===== config.mk =====
export PLATFORM = sky130hd
export DESIGN_NAME = dual_timer_counter
export DESIGN_NICKNAME = d
export VERILOG_FILES = /design/src/verilog/dual_timer_pkg.sv /design/src/verilog/dual_timer_counter.sv /design/src/verilog/fall_detect.sv
export VERILOG_INCLUDE_DIRS = /design/src /design/src/verilog
export SDC_FILE = /design/constraint.sdc
export NUM_CORES = 1
export LEC_CHECK = 0
export ABC_AREA = 1
export BUFFER_PORTS_ARGS = -buffer_cell sky130_fd_sc_hd__buf_4
export CAP_MARGIN = 20
export CORE_MARGIN = 2
export CORE_UTILIZATION = 55
export CTS_BUF_LIST = sky130_fd_sc_hd__clkbuf_16
export DETAILED_ROUTE_END_ITERATION = 8
export PLACE_DENSITY = 0.88
export SLEW_MARGIN = 20
export SYNTH_ARGS = -nofsm -noshare
export SYNTH_HDL_FRONTEND = slang
export SYNTH_HIERARCHICAL = 1
export SYNTH_SLANG_ARGS = --single-unit

===== constraint.sdc =====
create_clock -name mclk -period 1.78 [get_ports mclk]
set_input_delay 0.089 -clock mclk [delete_from_list [all_inputs] [get_ports mclk]]
set_output_delay 0.089 -clock mclk [all_outputs]
set_load 0.05 [all_outputs]

===== src/verilog/dual_timer_map.svh =====
// Register offsets, field positions and reset values of the dual timer block
`ifndef DUAL_TIMER_MAP_SVH
`define DUAL_TIMER_MAP_SVH

// ----------------------------------------------------------------
// Register offsets
// ----------------------------------------------------------------
`define OFS_TIMER_CONTROL 8'h88
`define OFS_TIMER_MODE_CONTROL 8'h89
`define OFS_TIMER0_LOW_BYTE 8'h8a
`define OFS_TIMER1_LOW_BYTE 8'h8b
`define OFS_TIMER0_HIGH_BYTE 8'h8c
`define OFS_TIMER1_HIGH_BYTE 8'h8d
`define OFS_IRQ_STATUS 8'hf0
`define OFS_IRQ_MASK 8'hf1

// ----------------------------------------------------------------
// Mode control fields
// ----------------------------------------------------------------
`define BIT_TIMER1_GATE 7
`define BIT_TIMER1_COUNTER_SELECT 6
`define BIT_TIMER1_MODE_SELECT_HIGH 5
`define BIT_TIMER1_MODE_SELECT_LOW 4
`define BIT_TIMER0_GATE 3
`define BIT_TIMER0_COUNTER_SELECT 2
`define BIT_TIMER0_MODE_SELECT_HIGH 1
`define BIT_TIMER0_MODE_SELECT_LOW 0

// ----------------------------------------------------------------
// Run and overflow fields, interrupt bits
// ----------------------------------------------------------------
`define BIT_TIMER0_RUN 4
`define BIT_TIMER0_OVERFLOW_FLAG 5
`define BIT_TIMER1_RUN 6
`define BIT_TIMER1_OVERFLOW_FLAG 7
`define BIT_IRQ_TIMER0 0
`define BIT_IRQ_TIMER1 1

// ----------------------------------------------------------------
// Reset values and sizes
// ----------------------------------------------------------------
`define RESET_BYTE 8'h00
`define RESET_IRQ 2'h0
`define PRESCALE_BITS 5

`endif


===== src/verilog/dual_timer_pkg.sv =====
// Types shared by the dual timer block
package dual_timer_pkg;

    // ----------------------------------------------------------------
    // Counting modes
    // ----------------------------------------------------------------
    typedef enum logic [1:0]
    {
        mode_prescale = 2'h0,
        mode_sixteen = 2'h1,
        mode_reload = 2'h2,
        mode_split = 2'h3
    } mode_type;

    // ----------------------------------------------------------------
    // Register bus request and count step result
    // ----------------------------------------------------------------
    typedef struct packed
    {
        logic [7:0] addr;
        logic [7:0] wdata;
        logic write;
        logic read;
    } bus_req_type;

    typedef struct packed
    {
        logic [7:0] high;
        logic [7:0] low;
        logic overflow;
    } count_type;

endpackage : dual_timer_pkg


===== src/verilog/dual_timer_counter.sv =====
// Two 16-bit timer/counters with shared mode control and register port
//
// Operation
// - Timer 1 gated: counts only while run set and irq1 pin high.
// - Timer 1 counts internal clock, or count pin falling edges when selected.
// - Timer 0 gated: counts only while run set and irq0 pin high.
// - Timer 0 counts internal clock, or count pin falling edges when selected.
// - Timer 1 mode in mode control bits 5:4, Timer 0 in 1:0.
// - Mode 0: low byte is a 5-bit prescaler ahead of high byte.
// - Mode 1: low and high bytes form one 16-bit counter.
// - Mode 2: 8-bit low counter reloads from high byte.
// - Timer 0 mode 3: low byte is 8-bit counter on Timer 0 controls.
// - Timer 0 mode 3: high byte counts clocks under Timer 1 run.
// - Timer 1 in mode 3 is stopped and holds its count.
// - Timer 0 count readable and writable as low and high bytes.
// - Timer 1 count readable and writable as low and high bytes.
// - Overflow sets flag; service start clears it; software sets or clears it.
`timescale 1ns/1ps
`default_nettype none
`include "dual_timer_map.svh"

module dual_timer_counter
    import dual_timer_pkg::*;
#(
    parameter int prescale_bits = `PRESCALE_BITS
)
(
    input wire logic mclk,
    input wire logic reset,
    input wire bus_req_type bus_req,
    output logic [7:0] read_data,
    input wire logic timer0_event_pin,
    input wire logic timer1_event_pin,
    input wire logic ext_irq0_pin,
    input wire logic ext_irq1_pin,
    input wire logic timer0_service_begin,
    input wire logic timer1_service_begin,
    output logic timer0_overflow_flag,
    output logic timer1_overflow_flag,
    output logic irq
);

    // ----------------------------------------------------------------
    // Parameter check
    // ----------------------------------------------------------------
    if (prescale_bits < 1 || prescale_bits > 7)
    begin : g_bad_prescale
        $error("prescale_bits must lie between 1 and 7");
    end

    localparam logic [7:0] low_mask = 8'((9'h001 << prescale_bits) - 9'h001);

    // ----------------------------------------------------------------
    // State
    // ----------------------------------------------------------------
    logic [7:0] timer_mode_control;
    logic [7:0] timer0_low_byte;
    logic [7:0] timer0_high_byte;
    logic [7:0] timer1_low_byte;
    logic [7:0] timer1_high_byte;
    logic timer0_run;
    logic timer1_run;
    logic [1:0] irq_status;
    logic [1:0] irq_mask;

    // ----------------------------------------------------------------
    // One count step of a timer in a given mode
    // ----------------------------------------------------------------
    function automatic count_type step_count(input mode_type mode, input logic [7:0] low,
        input logic [7:0] high);
        count_type res;
        res.low = low;
        res.high = high;
        res.overflow = 1'h0;
        unique case (mode)
            mode_prescale:
            begin
                res.low = (low & ~low_mask) | ((low + 8'h01) & low_mask);
                if ((low & low_mask) == low_mask)
                begin
                    res.high = high + 8'h01;
                    res.overflow = (high == 8'hff);
                end
            end
            mode_sixteen:
            begin
                {res.high, res.low} = {high, low} + 16'h0001;
                res.overflow = ({high, low} == 16'hffff);
            end
            mode_reload:
            begin
                res.low = (low == 8'hff) ? high : low + 8'h01;
                res.overflow = (low == 8'hff);
            end
            mode_split:
            begin
                res.low = low + 8'h01;
                res.overflow = (low == 8'hff);
            end
        endcase
        return res;
    endfunction : step_count

    // ----------------------------------------------------------------
    // Register decode
    // ----------------------------------------------------------------
    wire logic write_control = bus_req.write && bus_req.addr == `OFS_TIMER_CONTROL;
    wire logic write_mode = bus_req.write && bus_req.addr == `OFS_TIMER_MODE_CONTROL;
    wire logic write_timer0_low = bus_req.write && bus_req.addr == `OFS_TIMER0_LOW_BYTE;
    wire logic write_timer0_high = bus_req.write && bus_req.addr == `OFS_TIMER0_HIGH_BYTE;
    wire logic write_timer1_low = bus_req.write && bus_req.addr == `OFS_TIMER1_LOW_BYTE;
    wire logic write_timer1_high = bus_req.write && bus_req.addr == `OFS_TIMER1_HIGH_BYTE;
    wire logic write_irq_status = bus_req.write && bus_req.addr == `OFS_IRQ_STATUS;
    wire logic write_irq_mask = bus_req.write && bus_req.addr == `OFS_IRQ_MASK;

    // ----------------------------------------------------------------
    // Mode control fields
    // ----------------------------------------------------------------
    // field positions
    wire mode_type timer1_mode = mode_type'(
        timer_mode_control[`BIT_TIMER1_MODE_SELECT_HIGH:`BIT_TIMER1_MODE_SELECT_LOW]);
    wire mode_type timer0_mode = mode_type'(
        timer_mode_control[`BIT_TIMER0_MODE_SELECT_HIGH:`BIT_TIMER0_MODE_SELECT_LOW]);
    wire logic timer1_gate = timer_mode_control[`BIT_TIMER1_GATE];
    wire logic timer0_gate = timer_mode_control[`BIT_TIMER0_GATE];
    wire logic timer1_counter = timer_mode_control[`BIT_TIMER1_COUNTER_SELECT];
    wire logic timer0_counter = timer_mode_control[`BIT_TIMER0_COUNTER_SELECT];
    wire logic timer0_split = (timer0_mode == mode_split);

    // ----------------------------------------------------------------
    // Count sources
    // ----------------------------------------------------------------
    logic timer0_fall;
    logic timer1_fall;

    fall_detect timer0_edge
    (
        .mclk(mclk),
        .reset(reset),
        .pin(timer0_event_pin),
        .fall(timer0_fall)
    );

    fall_detect timer1_edge
    (
        .mclk(mclk),
        .reset(reset),
        .pin(timer1_event_pin),
        .fall(timer1_fall)
    );

    wire logic timer0_enable = timer0_run && (!timer0_gate || ext_irq0_pin);
    wire logic timer1_enable = timer1_run && (!timer1_gate || ext_irq1_pin);
    wire logic timer0_tick = timer0_enable && (!timer0_counter || timer0_fall);
    // timer 1 source, stopped in mode 3
    wire logic timer1_tick = timer1_enable && (!timer1_counter || timer1_fall)
        && timer1_mode != mode_split;
    // split high byte on timer 1 run, internal clock only
    wire logic split_high_tick = timer0_split && timer1_run;

    // ----------------------------------------------------------------
    // Next counts and overflow events
    // ----------------------------------------------------------------
    wire count_type timer0_step = step_count(timer0_mode, timer0_low_byte, timer0_high_byte);
    wire count_type timer1_step = step_count(timer1_mode, timer1_low_byte, timer1_high_byte);

    wire logic timer0_overflow = timer0_tick && timer0_step.overflow;
    wire logic split_high_overflow = split_high_tick && timer0_high_byte == 8'hff;
    wire logic timer1_overflow = timer0_split ? split_high_overflow
        : timer1_tick && timer1_step.overflow;

    wire logic [7:0] next_timer0_low = write_timer0_low ? bus_req.wdata
        : timer0_tick ? timer0_step.low : timer0_low_byte;
    wire logic [7:0] next_timer0_high = write_timer0_high ? bus_req.wdata
        : timer0_split ? timer0_high_byte + 8'(split_high_tick)
        : timer0_tick ? timer0_step.high : timer0_high_byte;
    wire logic [7:0] next_timer1_low = write_timer1_low ? bus_req.wdata
        : timer1_tick ? timer1_step.low : timer1_low_byte;
    wire logic [7:0] next_timer1_high = write_timer1_high ? bus_req.wdata
        : timer1_tick ? timer1_step.high : timer1_high_byte;

    // ----------------------------------------------------------------
    // Flags and interrupt
    // ----------------------------------------------------------------
    // set wins over clear
    wire logic next_timer0_flag = timer0_overflow
        || (write_control ? bus_req.wdata[`BIT_TIMER0_OVERFLOW_FLAG]
        : timer0_overflow_flag && !timer0_service_begin);
    wire logic next_timer1_flag = timer1_overflow
        || (write_control ? bus_req.wdata[`BIT_TIMER1_OVERFLOW_FLAG]
        : timer1_overflow_flag && !timer1_service_begin);

    wire logic [1:0] irq_events = {timer1_overflow, timer0_overflow};
    wire logic [1:0] irq_clear = write_irq_status ? bus_req.wdata[1:0] : 2'h0;
    wire logic [1:0] next_irq_status = irq_events | (irq_status & ~irq_clear);
    wire logic [1:0] next_irq_mask = write_irq_mask ? bus_req.wdata[1:0] : irq_mask;

    // ----------------------------------------------------------------
    // Read selection
    // ----------------------------------------------------------------
    wire logic [7:0] control_view = {timer1_overflow_flag, timer1_run,
        timer0_overflow_flag, timer0_run, 4'h0};
    wire logic [7:0] read_select =
        bus_req.addr == `OFS_TIMER_CONTROL ? control_view
        : bus_req.addr == `OFS_TIMER_MODE_CONTROL ? timer_mode_control
        : bus_req.addr == `OFS_TIMER0_LOW_BYTE ? timer0_low_byte
        : bus_req.addr == `OFS_TIMER1_LOW_BYTE ? timer1_low_byte
        : bus_req.addr == `OFS_TIMER0_HIGH_BYTE ? timer0_high_byte
        : bus_req.addr == `OFS_TIMER1_HIGH_BYTE ? timer1_high_byte
        : bus_req.addr == `OFS_IRQ_STATUS ? {6'h00, irq_status}
        : bus_req.addr == `OFS_IRQ_MASK ? {6'h00, irq_mask}
        : 8'h00;

    // ----------------------------------------------------------------
    // Registers
    // ----------------------------------------------------------------
    always_ff @(posedge mclk or posedge reset)
    begin
        if (reset)
        begin
            timer_mode_control <= `RESET_BYTE;
            timer0_run <= 1'h0;
            timer1_run <= 1'h0;
        end
        else
        begin
            if (write_mode)
                timer_mode_control <= bus_req.wdata;
            if (write_control)
            begin
                timer0_run <= bus_req.wdata[`BIT_TIMER0_RUN];
                timer1_run <= bus_req.wdata[`BIT_TIMER1_RUN];
            end
        end
    end

    always_ff @(posedge mclk or posedge reset)
    begin
        if (reset)
        begin
            timer0_low_byte <= `RESET_BYTE;
            timer0_high_byte <= `RESET_BYTE;
            timer1_low_byte <= `RESET_BYTE;
            timer1_high_byte <= `RESET_BYTE;
        end
        else
        begin
            timer0_low_byte <= next_timer0_low;
            timer0_high_byte <= next_timer0_high;
            timer1_low_byte <= next_timer1_low;
            timer1_high_byte <= next_timer1_high;
        end
    end

    always_ff @(posedge mclk or posedge reset)
    begin
        if (reset)
        begin
            timer0_overflow_flag <= 1'h0;
            timer1_overflow_flag <= 1'h0;
            irq_status <= `RESET_IRQ;
            irq_mask <= `RESET_IRQ;
            irq <= 1'h0;
            read_data <= `RESET_BYTE;
        end
        else
        begin
            timer0_overflow_flag <= next_timer0_flag;
            timer1_overflow_flag <= next_timer1_flag;
            irq_status <= next_irq_status;
            irq_mask <= next_irq_mask;
            irq <= |(next_irq_status & next_irq_mask);
            read_data <= bus_req.read ? read_select : 8'h00;
        end
    end
endmodule : dual_timer_counter

`default_nettype wire


===== src/verilog/fall_detect.sv =====
// Count pin synchroniser with falling edge detector
`timescale 1ns/1ps
`default_nettype none

module fall_detect
(
    input wire logic mclk,
    input wire logic reset,
    input wire logic pin,
    output logic fall
);

    logic sync_first;
    logic sync_second;
    logic sync_prev;

    // ----------------------------------------------------------------
    // Two stage synchroniser, then one stage of history
    // ----------------------------------------------------------------
    always_ff @(posedge mclk or posedge reset)
    begin
        if (reset)
        begin
            sync_first <= 1'h1;
            sync_second <= 1'h1;
            sync_prev <= 1'h1;
        end
        else
        begin
            sync_first <= pin;
            sync_second <= sync_first;
            sync_prev <= sync_second;
        end
    end

    assign fall = sync_prev & ~sync_second;
endmodule : fall_detect

`default_nettype wire


---- Word-level counts from Yosys, hierarchy flattened ----
Index checks and enable logic that the tools add are counted.
word-level totals
  register bits after elaboration ......... 63
  latch bits .............................. 0
  RAM bits ................................ 0
  bits in read-only memories .............. 0
  bits of input ports ..................... 26
  output and inout port bits .............. 11
  logic and storage cells ................. 136
  memories kept ........................... 0
cells by class
  add/subtract/negate cells ............... 7
  $mul .................................... 0
  divide/modulo/power cells ............... 0
  $lt $le $gt $ge ......................... 0
  equality and inequality tests ........... 25
  shift operators ......................... 0
  muxes and demuxes ....................... 33
  bitwise gates (word level) .............. 10
  reductions and logical operators ........ 42
operators by type and width
  operator               count
  $mux 8                 20
  $eq 8x8->1 const B     12
  $pmux 9 s4             2
  $add 16x1->16 const B  2
  $add 8x1->8 const B    4
  $eq 16x16->1 const B   2
  $pmux 8 s2             2
  $logic_and 1x1->1      19
  $or 8x5->8             2
  $eq 5x5->1 const B     2
  $add 8x1->8            1
  $eq 2x2->1 const B     4
  $mux 2                 4
  $logic_not 1->1        6
  $logic_or 1x1->1       6
  $reduce_and 3->1       2
  $reduce_bool 2->1      3
  $reduce_bool 3->1      2
  $mux 1                 5
  $and 2x2->2            2
  $eq 2x1->1 const B     2
  $logic_not 2->1        2
  $ne 4x4->1 const B     1
  $reduce_bool 4->1      1
  7 further kinds        9

---- Logic depth before layout (Yosys ltp) ----
Gate-level depths: netlist of the first run.
  depth after elaboration ................. 10
  depth in mapped cells ................... 13
  mapped depth without buffers ............ 13

---- By module ----
The synthesis of the first run kept the hierarchy.
by module, submodules not included
  module              instances  cells each  area an instance (um^2)
  dual_timer_counter  1          666         4370.4
  fall_detect         2          6           92.6

---- Worst setup path before layout of the first run ----
Ideal clock, no wire load.
  path kind ............................... register to register
  from .................................... register timer1_low_byte[0]
  to ...................................... register timer1_high_byte[0]
  setup time .............................. 0.132 ns
  arrival ................................. 1.541 ns
  required time ........................... 1.648 ns
  slack ................................... 0.106 ns
  stages on the path, launching flop included .. 13
  buffers on the path ..................... 0
  period minus slack after synthesis ...... 1.674 ns
  path through ............................ dfrtp_1 -> ha_1 -> nand3_1 -> inv_1 -> ha_1 -> nor2_1 -> nor2_1 -> nand2_2 -> inv_1 -> nand2_1 -> inv_2 -> nand2_1 -> o211ai_1
on the way
  longest elaborated chain between the ends .. 4
RTL lines
  element                   RTL line                   source
  start: declaration        dual_timer_counter.sv:59   logic [7:0] timer1_low_byte;
  start signal: assignment  dual_timer_counter.sv:243  timer1_low_byte <= `RESET_BYTE;
  start signal: assignment  dual_timer_counter.sv:250  timer1_low_byte <= next_timer1_low;
  $add 16x1->16             dual_timer_counter.sv:87   {res.high, res.low} = {high, low} + 16'h0001;
  $pmux 8 s2                dual_timer_counter.sv:75   unique case (mode)
  $mux 8                    dual_timer_counter.sv:180  : timer1_tick ? timer1_step.high : timer1_high_byte;
  $mux 8                    dual_timer_counter.sv:179  wire logic [7:0] next_timer1_high = write_timer1_high ? bus_req.wdata
  end signal: assignment    dual_timer_counter.sv:244  timer1_high_byte <= `RESET_BYTE;
  end signal: assignment    dual_timer_counter.sv:251  timer1_high_byte <= next_timer1_high;
  end: declaration          dual_timer_counter.sv:60   logic [7:0] timer1_high_byte;
Several ways; a longest one is shown, not always the timed one. The select of a mux whose other input is x is not followed.
A chain may end at the register's enable or synchronous reset.

---- Worst setup path after layout of the first run ----
  from .................................... register timer1_low_byte[1]
  to ...................................... register timer1_low_byte[1]
on the way
  longest elaborated chain between the ends .. 5
RTL lines
  element                                    RTL line                                            source
  $add 8x1->8 or $eq 8x8->1 (tied branches)  dual_timer_counter.sv:92, dual_timer_counter.sv:97
  $mux 8 or $or 8x5->8 (tied branches)       dual_timer_counter.sv:92, dual_timer_counter.sv:78
  $pmux 9 s4 *                               dual_timer_counter.sv:75
  $mux 8 *                                   dual_timer_counter.sv:178                           : timer1_tick ? timer1_step.low : timer1_low_byte;
  $mux 8 *                                   dual_timer_counter.sv:177                           wire logic [7:0] next_timer1_low = write_timer1_low ? bus_req.wdata
Every way passes the cells marked *; elsewhere a longest branch is shown, timed or not. The select of a mux whose other input is x is not followed.

==> impl_results.md, run 1 <==
* Syn Area/Cell at between 6 and 7 um^2
* Via total after detailed routing at between 5,000 and 6,000
* Clock Skews at ~0.0060 ns
* Detailed-route vias per instance at between 5 and 6
* Die boundary width at 95.0 um
* Clock-pin slew of the registers on the worst-case setup and hold paths at approximately 0.06 ns
* Final period utilization at 98.9%
* Post-synthesis net count at 712
* Path type of the worst setup path: reg2reg
* Final Slew Violations at 0
* Die height at 95.0 um
* Main synth FF type: sky130_fd_sc_hd__dfrtp_1
* Die Outline Area at 9030 um^2
* Fraction of layout cells with a size suffix above 1 at between 10% and 20%
* Kind of end point of the critical path: flip-flop
* Average wire length per cell after detail routing at 17.0 um
* Number of H-tree branching levels at 3
* Number of optimization iterations in the first detailed-route pass at 6
* Input/output buffers at 36
* Core occupancy in the finished layout at about two thirds
* Worst hold margin at between 0.015 and 0.02 ns
* Synthesized cell area at ~4600 um^2
* Leakage at around 2.9 nW
* Final Hold Fails at 0
* Fmax at about 570 MHz
* Number of filler cells placed in the layout at roughly 690
* Flops & latches, synth at between 60 and 70
* Total gr overflow at 0
* Nets at 785
* Worst skew pair latency at roughly 0.33 ns
* Post-Syn Instances at between 600 and 700
* Data required, critical path at approximately 2 ns
* Commonest non-fill, non-tap cell in the layout: sky130_fd_sc_hd__nand2_1
* Area overhead of the layout relative to synthesis at 21.3%
* Minimum clock period after layout at 1.76 ns
* Class of the tightest hold or removal check: in2reg
* Synth async-reset ratio at between 90% and 100%
* Finished Cell Area at between 5000 and 6000 um^2
* Routed wire length at approximately 15 mm
* Overall power consumption at 5.93 mW
* Number of enable flip-flop cells after synthesis at 0
* Normalized max-slew margin at 68.7%
* Maximum clock insertion buffer count at 2
* Via count of the first global-routing pass at approximately 4,600
* Number of antenna violations at the first check in global routing at 0
* Number of clock sinks at 63
* Clock tree root driver cell: sky130_fd_sc_hd__clkbuf_16
* Number of warnings reported in the yosys synthesis log at 6
* Number of nets still failing antenna checks after routing at 0
* Global router's overall resource usage at approximately 34%
* Power per Cell Area at approximately 1100 nW/um^2
* Worst slew pin tran at approximately 0.47 ns
* Synth cell types at 36
* Antenna Diode Count at 0
* First-pass GRT wire length at between 20 and 25 mm
* Final setup violation count at 0
* Global placement routability congestion at between 1 and 1.5
* Pin count of the biggest net entering global routing at 58
* Total CTS buffers at 9
* HPWL Detailed at around 11 mm
* Summed negative setup slack over all endpoints at 0 ns
* Critical path peak fanout at 8
* Initial cell density of the core at between 50 and 60%
* Total I/O pin count at 37
* Remaining design rule violation count at 0
* Count of standard-cell rows at 33
* Top library cells by usage in the layout, fill and taps aside: sky130_fd_sc_hd__nand2_1 (213), sky130_fd_sc_hd__inv_1 (97), sky130_fd_sc_hd__nand3_1 (77)
* CTS tree: done
* Sequential share of the synthesized area at 34.8%
* Std-Cell Core Area at 8130 um^2
* Unrepaired setup endpoints after global routing: true
* Data arrival time of the critical path at roughly 2.0 ns
* Startpoint types: flip-flop
* Largest vdd supply drop at 0.000637 V
* Instance area after placement at 5130 um^2
* Result of the run: finished, final reports clean
* Maximum capacitance violations at 0
* 1st-iter DRT viols at ~520
==> routing by layer <==
| layer | global-route usage (%) | part of all wire, % | vias up |
|---|---|---|---|
| li1 | - | - | 2318 |
| met1 | 45.9 | 40 | 2292 |
| met2 | 52.3 | 44 | 339 |
| met3 | 6.17 | 11 | 85 |
| met4 | 18.0 | 5.8 | 0 |
| met5 | 0 | 0 | - |
==> power by group <==
| group | leakage [nW] | total, mW | internal (mW) | switching, mW |
|---|---|---|---|---|
| clock network | 0.147 | 1.81 | 1.10 | 0.712 |
| logic | 1.99 | 1.98 | 0.812 | 1.16 |
| registers | 0.802 | 2.14 | 1.74 | 0.395 |
==> metrics by stage <==
stage                     cells  worst slack [ns]
after global routing        861           -0.0474
after detailed placement    840            0.0585
after floorplan             678             0.106
after global placement      840            0.0942
final                       861            0.0200
after CTS                   860            0.0454
==> critical path: stages (launching register included) <==
cell and delay (ns):
sky130_fd_sc_hd__dfrtp_1 0.38, sky130_fd_sc_hd__ha_2 0.21, sky130_fd_sc_hd__nand3_2 0.11, sky130_fd_sc_hd__nor2_2 0.19
sky130_fd_sc_hd__nand3_2 0.21, sky130_fd_sc_hd__inv_2 0.16, sky130_fd_sc_hd__nand2_1 0.09, sky130_fd_sc_hd__nand3_1 0.14
sky130_fd_sc_hd__o221ai_1 0.13
==> logic make-up after synthesis <==
| logic type | share of synthesized area (%) |
|---|---|
| XOR/XNOR | 1.54 |
| adder cells (fa/ha/maj) | 2.20 |
| buffers and inverters | 10.8 |
| AND/OR/NAND/NOR | 39.4 |
| AO/OA/AOI/OAI | 11.3 |
| flip-flops | 34.8 |
==> synthesized netlist by cell type, types with 2 or more instances <==
library cell,count,area (um^2)
sky130_fd_sc_hd__inv_2,7,26.3
sky130_fd_sc_hd__nor2_2,6,37.5
sky130_fd_sc_hd__ha_1,8,100
sky130_fd_sc_hd__a21oi_1,14,70.1
sky130_fd_sc_hd__o21bai_1,4,30.0
sky130_fd_sc_hd__o21ai_0,35,175
sky130_fd_sc_hd__buf_2,5,25.0
sky130_fd_sc_hd__dfrtp_1,57,1430
sky130_fd_sc_hd__nand2_4,2,22.5
sky130_fd_sc_hd__o21ai_2,8,70.1
sky130_fd_sc_hd__xor2_1,6,52.6
sky130_fd_sc_hd__nand3_4,2,35.0
sky130_fd_sc_hd__inv_1,103,387
sky130_fd_sc_hd__o211ai_1,12,90.1
sky130_fd_sc_hd__nand3_1,79,395
sky130_fd_sc_hd__nor2_4,5,56.3
sky130_fd_sc_hd__nor3_1,3,15.0
sky130_fd_sc_hd__o22ai_1,4,25.0
sky130_fd_sc_hd__o21ai_1,6,30.0
sky130_fd_sc_hd__nor2_1,53,199
sky130_fd_sc_hd__nand2_2,3,18.8
sky130_fd_sc_hd__nor3_4,2,32.5
sky130_fd_sc_hd__buf_6,2,22.5
sky130_fd_sc_hd__nand2_1,215,807
sky130_fd_sc_hd__xnor2_1,2,17.5
sky130_fd_sc_hd__nand3b_1,3,22.5
sky130_fd_sc_hd__o21a_1,2,15.0
sky130_fd_sc_hd__dfstp_2,6,158
sky130_fd_sc_hd__nand3_2,4,40.0
sky130_fd_sc_hd__nand4_1,14,87.6
==> path summary, 6_finish.rpt <==
path	startpoint	endpoint	slack, ns	cells past startpoint
setup / recovery	timer1_low_byte[1]$_DFFE_PP0P_	timer1_low_byte[1]$_DFFE_PP0P_	0.02	8
max in group asynchronous	reset	timer0_high_byte[0]$_DFFE_PP0P_	1.11	4
hold reg to reg	timer1_edge/sync_first$_DFF_PP1_	timer1_edge/sync_second$_DFF_PP1_	0.36	0
setup reg to reg	timer1_low_byte[1]$_DFFE_PP0P_	timer1_low_byte[1]$_DFFE_PP0P_	0.02	8
min in group asynchronous	reset	read_data[4]$_DFF_PP0_	0.37	4
hold / removal	bus_req[3]	timer1_high_byte[1]$_DFFE_PP0P_	0.02	3
==> registers in the layout (all words and copies together) (netlist names) <==
| name | flops |
|---|---|
| timer0_high_byte | 8 |
| irq_mask | 2 |
| irq | 1 |
| timer1_edge/sync_second | 1 |
| irq_status | 2 |
| timer0_low_byte | 8 |
| timer1_edge/sync_first | 1 |
| timer_mode_control | 8 |
| read_data | 8 |
| timer0_edge/sync_first | 1 |
| timer1_run | 1 |
| timer0_edge/sync_second | 1 |
| timer0_run | 1 |
| timer1_low_byte | 8 |
| timer0_edge/sync_prev | 1 |
| timer1_high_byte | 8 |
| timer1_edge/sync_prev | 1 |
| timer1_overflow_flag | 1 |
| timer0_overflow_flag | 1 |
==> cell type report <==
class | count | area [um^2] | share of cell area, %
multi-input combinational | 495 | 2520 | 45.6
clock inverter | 7 | 81.3 | 1.47
timing repair buffer | 70 | 548 | 9.92
tap | 105 | 131 | 2.38
sequential | 63 | 1590 | 28.7
clock buffer | 9 | 225 | 4.08
inverter | 112 | 437 | 7.90
==> timing repair <==
action,4_1_cts,5_1_grt
setup endpoints to repair,0,19
hold endpoints to repair,66,0
buffers inserted,0,1
hold buffers,4,0
gates resized for setup,0,19
Note: power is estimated with default switching activity, not from simulation.
==> run 2, diff against run 1 <==
Settings changed: ABC_AREA 1 to default, CORE_UTILIZATION 55 to 54, PLACE_DENSITY 0.88 to 0.87.
==> run 2 against run 1 <==
The run now ends with setup timing left. Worst hold slack gained 0.011 ns. Combinational power is essentially flat. Fmax shrank 7.4%. Worst setup slack lost 0.14 ns. Clock skew grew 0.0020 ns. Register-to-register slack lost 0.14 ns. Global-route usage shrank 1.9 points. Via count shrank 18%. Die area shrank 9.4%. Highest routed layer unchanged.
==> impl_results.md, run 2 <==
* Number of optimization iterations in the first detailed-route pass at 5 (-1)
* Path type of the worst setup path: reg2reg
* Placement Setup Slack at -0.173 ns (-0.232 ns)
* Commonest cells in the synthesized netlist: sky130_fd_sc_hd__dfrtp_1 (57), sky130_fd_sc_hd__nand2_1 (53), sky130_fd_sc_hd__nor2_1 (40), sky130_fd_sc_hd__o21ai_0 (35), sky130_fd_sc_hd__a21oi_1 (26)
* Routed wire length at 13.5 mm (-7.4%)
* Global router's overall resource usage at 32.2% (-1.9 points)
* Number of antenna violations at the first check in global routing at 0 (unchanged)
* Std-Cell Core Area at 7250 um^2 (-11%)
* Gate family responsible for the most delay along the worst path: simple AND/OR/NAND/NOR gates
* P_int at 3.87 mW (+5.9%)
* Average wire length per cell after detail routing at 20.6 um (+22%)
* Post-Syn Instances at 448 (-34%)
* CTS tree: done
* Part of the total power dissipated in the clock network at 31.7% (+1.1 points)
* Most instantiated library cell after synthesis: sky130_fd_sc_hd__dfrtp_1
* Number of warnings reported in the yosys synthesis log at 6 (unchanged)
* HPWL Detailed at 9.21 mm (-17%)
* Gate power share at 34.3% (+0.9 points)
* Maximum clock insertion buffer count at 2 (unchanged)
* Main synth FF type: sky130_fd_sc_hd__dfrtp_1
* Portion of total power attributed to sequential cells at 33.9% (-2.1 points)
* Clock Skews at 0.00798 ns (+0.00196 ns)
* Post-synth top area share at 35.4% (+4.0 points)
* Die height at 90.4 um (-4.8%)
* Chain of cells forming the critical path: ha_2 > and3_4 > ha_4 > o21bai_4 > nor4_4 > buf_4 > nand3_4 > nor2_4 > xnor2_2 > a21oi_1
* Fraction of layout cells with a size suffix above 1 at 37.1% (+17 points)
* Overall power consumption at 5.87 mW (-0.91%)
* Cell Count Post-Placement at 625 (-26%)
* Clock-pin slew of the registers on the worst-case setup and hold paths at 0.06 ns (about the same)
* Antenna Diode Count at 0 (unchanged)
* Total I/O pin count at 37 (unchanged)
* Number of clock sinks at 63 (unchanged)
* Number of enable flip-flop cells after synthesis at 0 (unchanged)
* Pin count of the biggest net entering global routing at 30 (-48%)
* Number of filler cells placed in the layout at 474 (-31%)
* Worst hold margin at 0.0292 ns (+0.0112 ns)
* Unrepaired setup endpoints after global routing: true
* Critical path peak fanout at 3 (-5)
* Input/output buffers at 36 (unchanged)
* Die boundary width at 90.4 um (-4.8%)
* Syn Area/Cell at 9.00 um^2 (+34%)
* Fmax at 526 MHz (-7.4%)
* Final setup violation count at 20 (+20)
* Top cells by area in the synthesized netlist: sky130_fd_sc_hd__dfrtp_1 (35%), sky130_fd_sc_hd__nand2_1 (4.9%), sky130_fd_sc_hd__mux2_2 (4.7%)
* Synth cell types at 62 (+72%)
* Remaining design rule violation count at 0 (unchanged)
* Delay of the slowest critical-path stage at 0.36 ns (-0.02 ns)
* Min setup slack post-route at -0.121 ns (-0.141 ns)
* Die Outline Area at 8180 um^2 (-9.4%)
* Net load switching power at 2.00 mW (-12%)
* Final period utilization at 107% (+7.9 points)
* Kind of end point of the critical path: flip-flop
* Class of the tightest hold or removal check: in2reg
* CP Buf/Inv Count at 1 (unchanged)
* Worst slew pin tran at 0.553 ns (+0.0857 ns)
* Filler-free cell count of the finished design at 655 (-24%)
* Largest vdd supply drop at 0.000730 V (+15%)
* Summed negative setup slack over all endpoints at -0.997 ns (-0.997 ns)
* Critical-path cell with the highest stage delay: sky130_fd_sc_hd__dfrtp_1
* Synth async-reset ratio at 100% (unchanged)
* 1st-iter DRT viols at 395 (-24%)
* Synthesized cell area at 4030 um^2 (-11%)
* Switching part of the total at 34.1% (-4.2 points)
* Via total after detailed routing at 4,151 (-18%)
* Initial cell density of the core at 55.6% (-0.39 points)
* Data arrival time of the critical path at 2.11 ns (+0.16 ns)
* Count of standard-cell rows at 31 (-6.1%)
* Data required, critical path at 1.99 ns (+0.02 ns)
* Final Slew Violations at 0 (unchanged)
* Finished Cell Area at 5580 um^2 (+1.0%)
* Failing checks: setup timing
* Maximum capacitance violations at 0 (unchanged)
* Total CTS buffers at 9 (unchanged)
* Worst skew pair latency at 0.33 ns (about the same)
* Global placement routability congestion at 0.979 (-2.3%)
* Number of nets still failing antenna checks after routing at 0 (unchanged)
* Power per Cell Area at 1050 nW/um^2 (-1.9%)
* Flops & latches, synth at 63 (unchanged)
* Minimum clock period after layout at 1.90 ns (+0.141 ns)
* First-pass GRT wire length at 20.4 mm (-12%)
* Instance area after placement at 4890 um^2 (-4.8%)
* Nets at 585 (-25%)
* Result of the run: complete, but fails checks
* Sequential share of the synthesized area at 39.3% (+4.5 points)
* Post-synthesis net count at 482 (-32%)
* Final Hold Fails at 0 (unchanged)
* Startpoint types: flip-flop
* Detailed-route vias per instance at 6.34 (+8.4%)
* Number of H-tree branching levels at 3 (unchanged)
* Core occupancy in the finished layout at 77.0% (+9.0 points)
* Cell type with the largest total area after synthesis: sky130_fd_sc_hd__dfrtp_1
* Normalized max-slew margin at 63.0% (-5.7 points)
* Clock tree root driver cell: sky130_fd_sc_hd__clkbuf_16
* Area overhead of the layout relative to synthesis at 38.4%
* Commonest non-fill, non-tap cell in the layout: sky130_fd_sc_hd__buf_4
* Top library cells by usage in the layout, fill and taps aside: sky130_fd_sc_hd__buf_4 (100), sky130_fd_sc_hd__dfrtp_1 (56), sky130_fd_sc_hd__nand2_1 (51)
* Total gr overflow at 0 (unchanged)
* Via count of the first global-routing pass at 3,966 (-14%)
* Leakage at 2.48 nW (-16%)
-- run 2: changes by cell type in the layout (fill, tap and decap cells not counted), moves of 7 or more --
cell and change:
sky130_fd_sc_hd__mux2i_1 +14, sky130_fd_sc_hd__nand3_1 -69, sky130_fd_sc_hd__inv_2 -11, sky130_fd_sc_hd__nand2_1 -162, sky130_fd_sc_hd__nor2_1 -14, sky130_fd_sc_hd__o21ai_0 -8, sky130_fd_sc_hd__o211ai_1 -9, sky130_fd_sc_hd__mux2_2 +16
sky130_fd_sc_hd__a21o_1 +7, sky130_fd_sc_hd__inv_1 -85, sky130_fd_sc_hd__buf_4 +35, sky130_fd_sc_hd__a21oi_1 +11
-- run 2: per-layer routing --
metal  share of wire (%)  routed length [um]  vias to the layer above  global-route usage [%]
met3                 9.1                1230                       55                    7.51
met1                  37                5060                     2001                    39.5
met5                   0                   0                        -                       0
met4                 4.7                 635                        0                    18.1
met2                  49                6600                      257                    52.3
li1                    -                   -                     1838                       -
-- run 2: kinds of logic after synthesis --
| family | after synthesis | share of synthesized area [%] |
|---|---|---|
| adders and majority gates | 8 | 2.48 |
| AOI/OAI and AO/OA | 114 | 17.9 |
| xor gates and xnor gates | 16 | 3.47 |
| DFF | 63 | 39.3 |
| muxes | 36 | 10.2 |
| and+or+nand+nor | 178 | 23.0 |
| buffers and inverters | 33 | 3.69 |
-- run 2: worst register-to-register path, stage by stage, from the launching register on --
cell and delay [ns]:
sky130_fd_sc_hd__dfrtp_1 0.36, sky130_fd_sc_hd__ha_2 0.19, sky130_fd_sc_hd__and3_4 0.20, sky130_fd_sc_hd__ha_4 0.14, sky130_fd_sc_hd__o21bai_4 0.06, sky130_fd_sc_hd__nor4_4 0.18
sky130_fd_sc_hd__buf_4 0.17, sky130_fd_sc_hd__nand3_4 0.13, sky130_fd_sc_hd__nor2_4 0.17, sky130_fd_sc_hd__xnor2_2 0.11, sky130_fd_sc_hd__a21oi_1 0.08
-- run 2: layout make-up --
class	count	area (um^2)	share of cell area, %
Multi-Input combinational cell	352	2620	46.9
Sequential cell	63	1590	28.4
Timing Repair Buffer	111	888	15.9
Clock buffer	9	225	4.03
Tap cell	99	124	2.22
Clock inverter	7	87.6	1.57
Inverter	14	52.6	0.941
-- run 2: final timing paths --
kind | start | to | slack, ns | cells after the start
worst max-delay path | timer1_low_byte[0]$_DFFE_PP0P_ | timer1_high_byte[7]$_DFFE_PP0P_ | -0.12 | 10
worst min-delay path | bus_req[0] | read_data[1]$_DFF_PP0_ | 0.03 | 3
worst max register to register | timer1_low_byte[0]$_DFFE_PP0P_ | timer1_high_byte[7]$_DFFE_PP0P_ | -0.12 | 10
worst min register to register | timer1_edge/sync_first$_DFF_PP1_ | timer1_edge/sync_second$_DFF_PP1_ | 0.36 | 0
max in group asynchronous | reset | timer0_high_byte[1]$_DFFE_PP0P_ | 0.99 | 4
min in group asynchronous | reset | timer_mode_control[2]$_DFFE_PP0P_ | 0.25 | 3
-- run 2: repair_timing --
| action | 4_1_cts | 5_1_grt |
|---|---|---|
| pin swaps | 16 | 28 |
| hold buffers | 3 | 0 |
| endpoints found under the setup margin | 19 | 35 |
| buffers inserted | 6 | 7 |
| endpoints found under the hold margin | 45 | 0 |
| gates resized for setup | 19 | 45 |
| cloned | 0 | 0 |
-- run 2: power groups by stage --
stage | Combinational, mW | Clock, mW | Sequential (mW)
5_1_grt | 2.18 | 1.94 | 2.02
6_report | 2.01 | 1.86 | 1.99
4_1_cts | 1.83 | 1.87 | 1.97
2_1_floorplan | 0.959 | 0 | 1.98
3_3_place_gp | 1.67 | 0 | 1.96
3_5_place_dp | 1.74 | 0 | 1.98
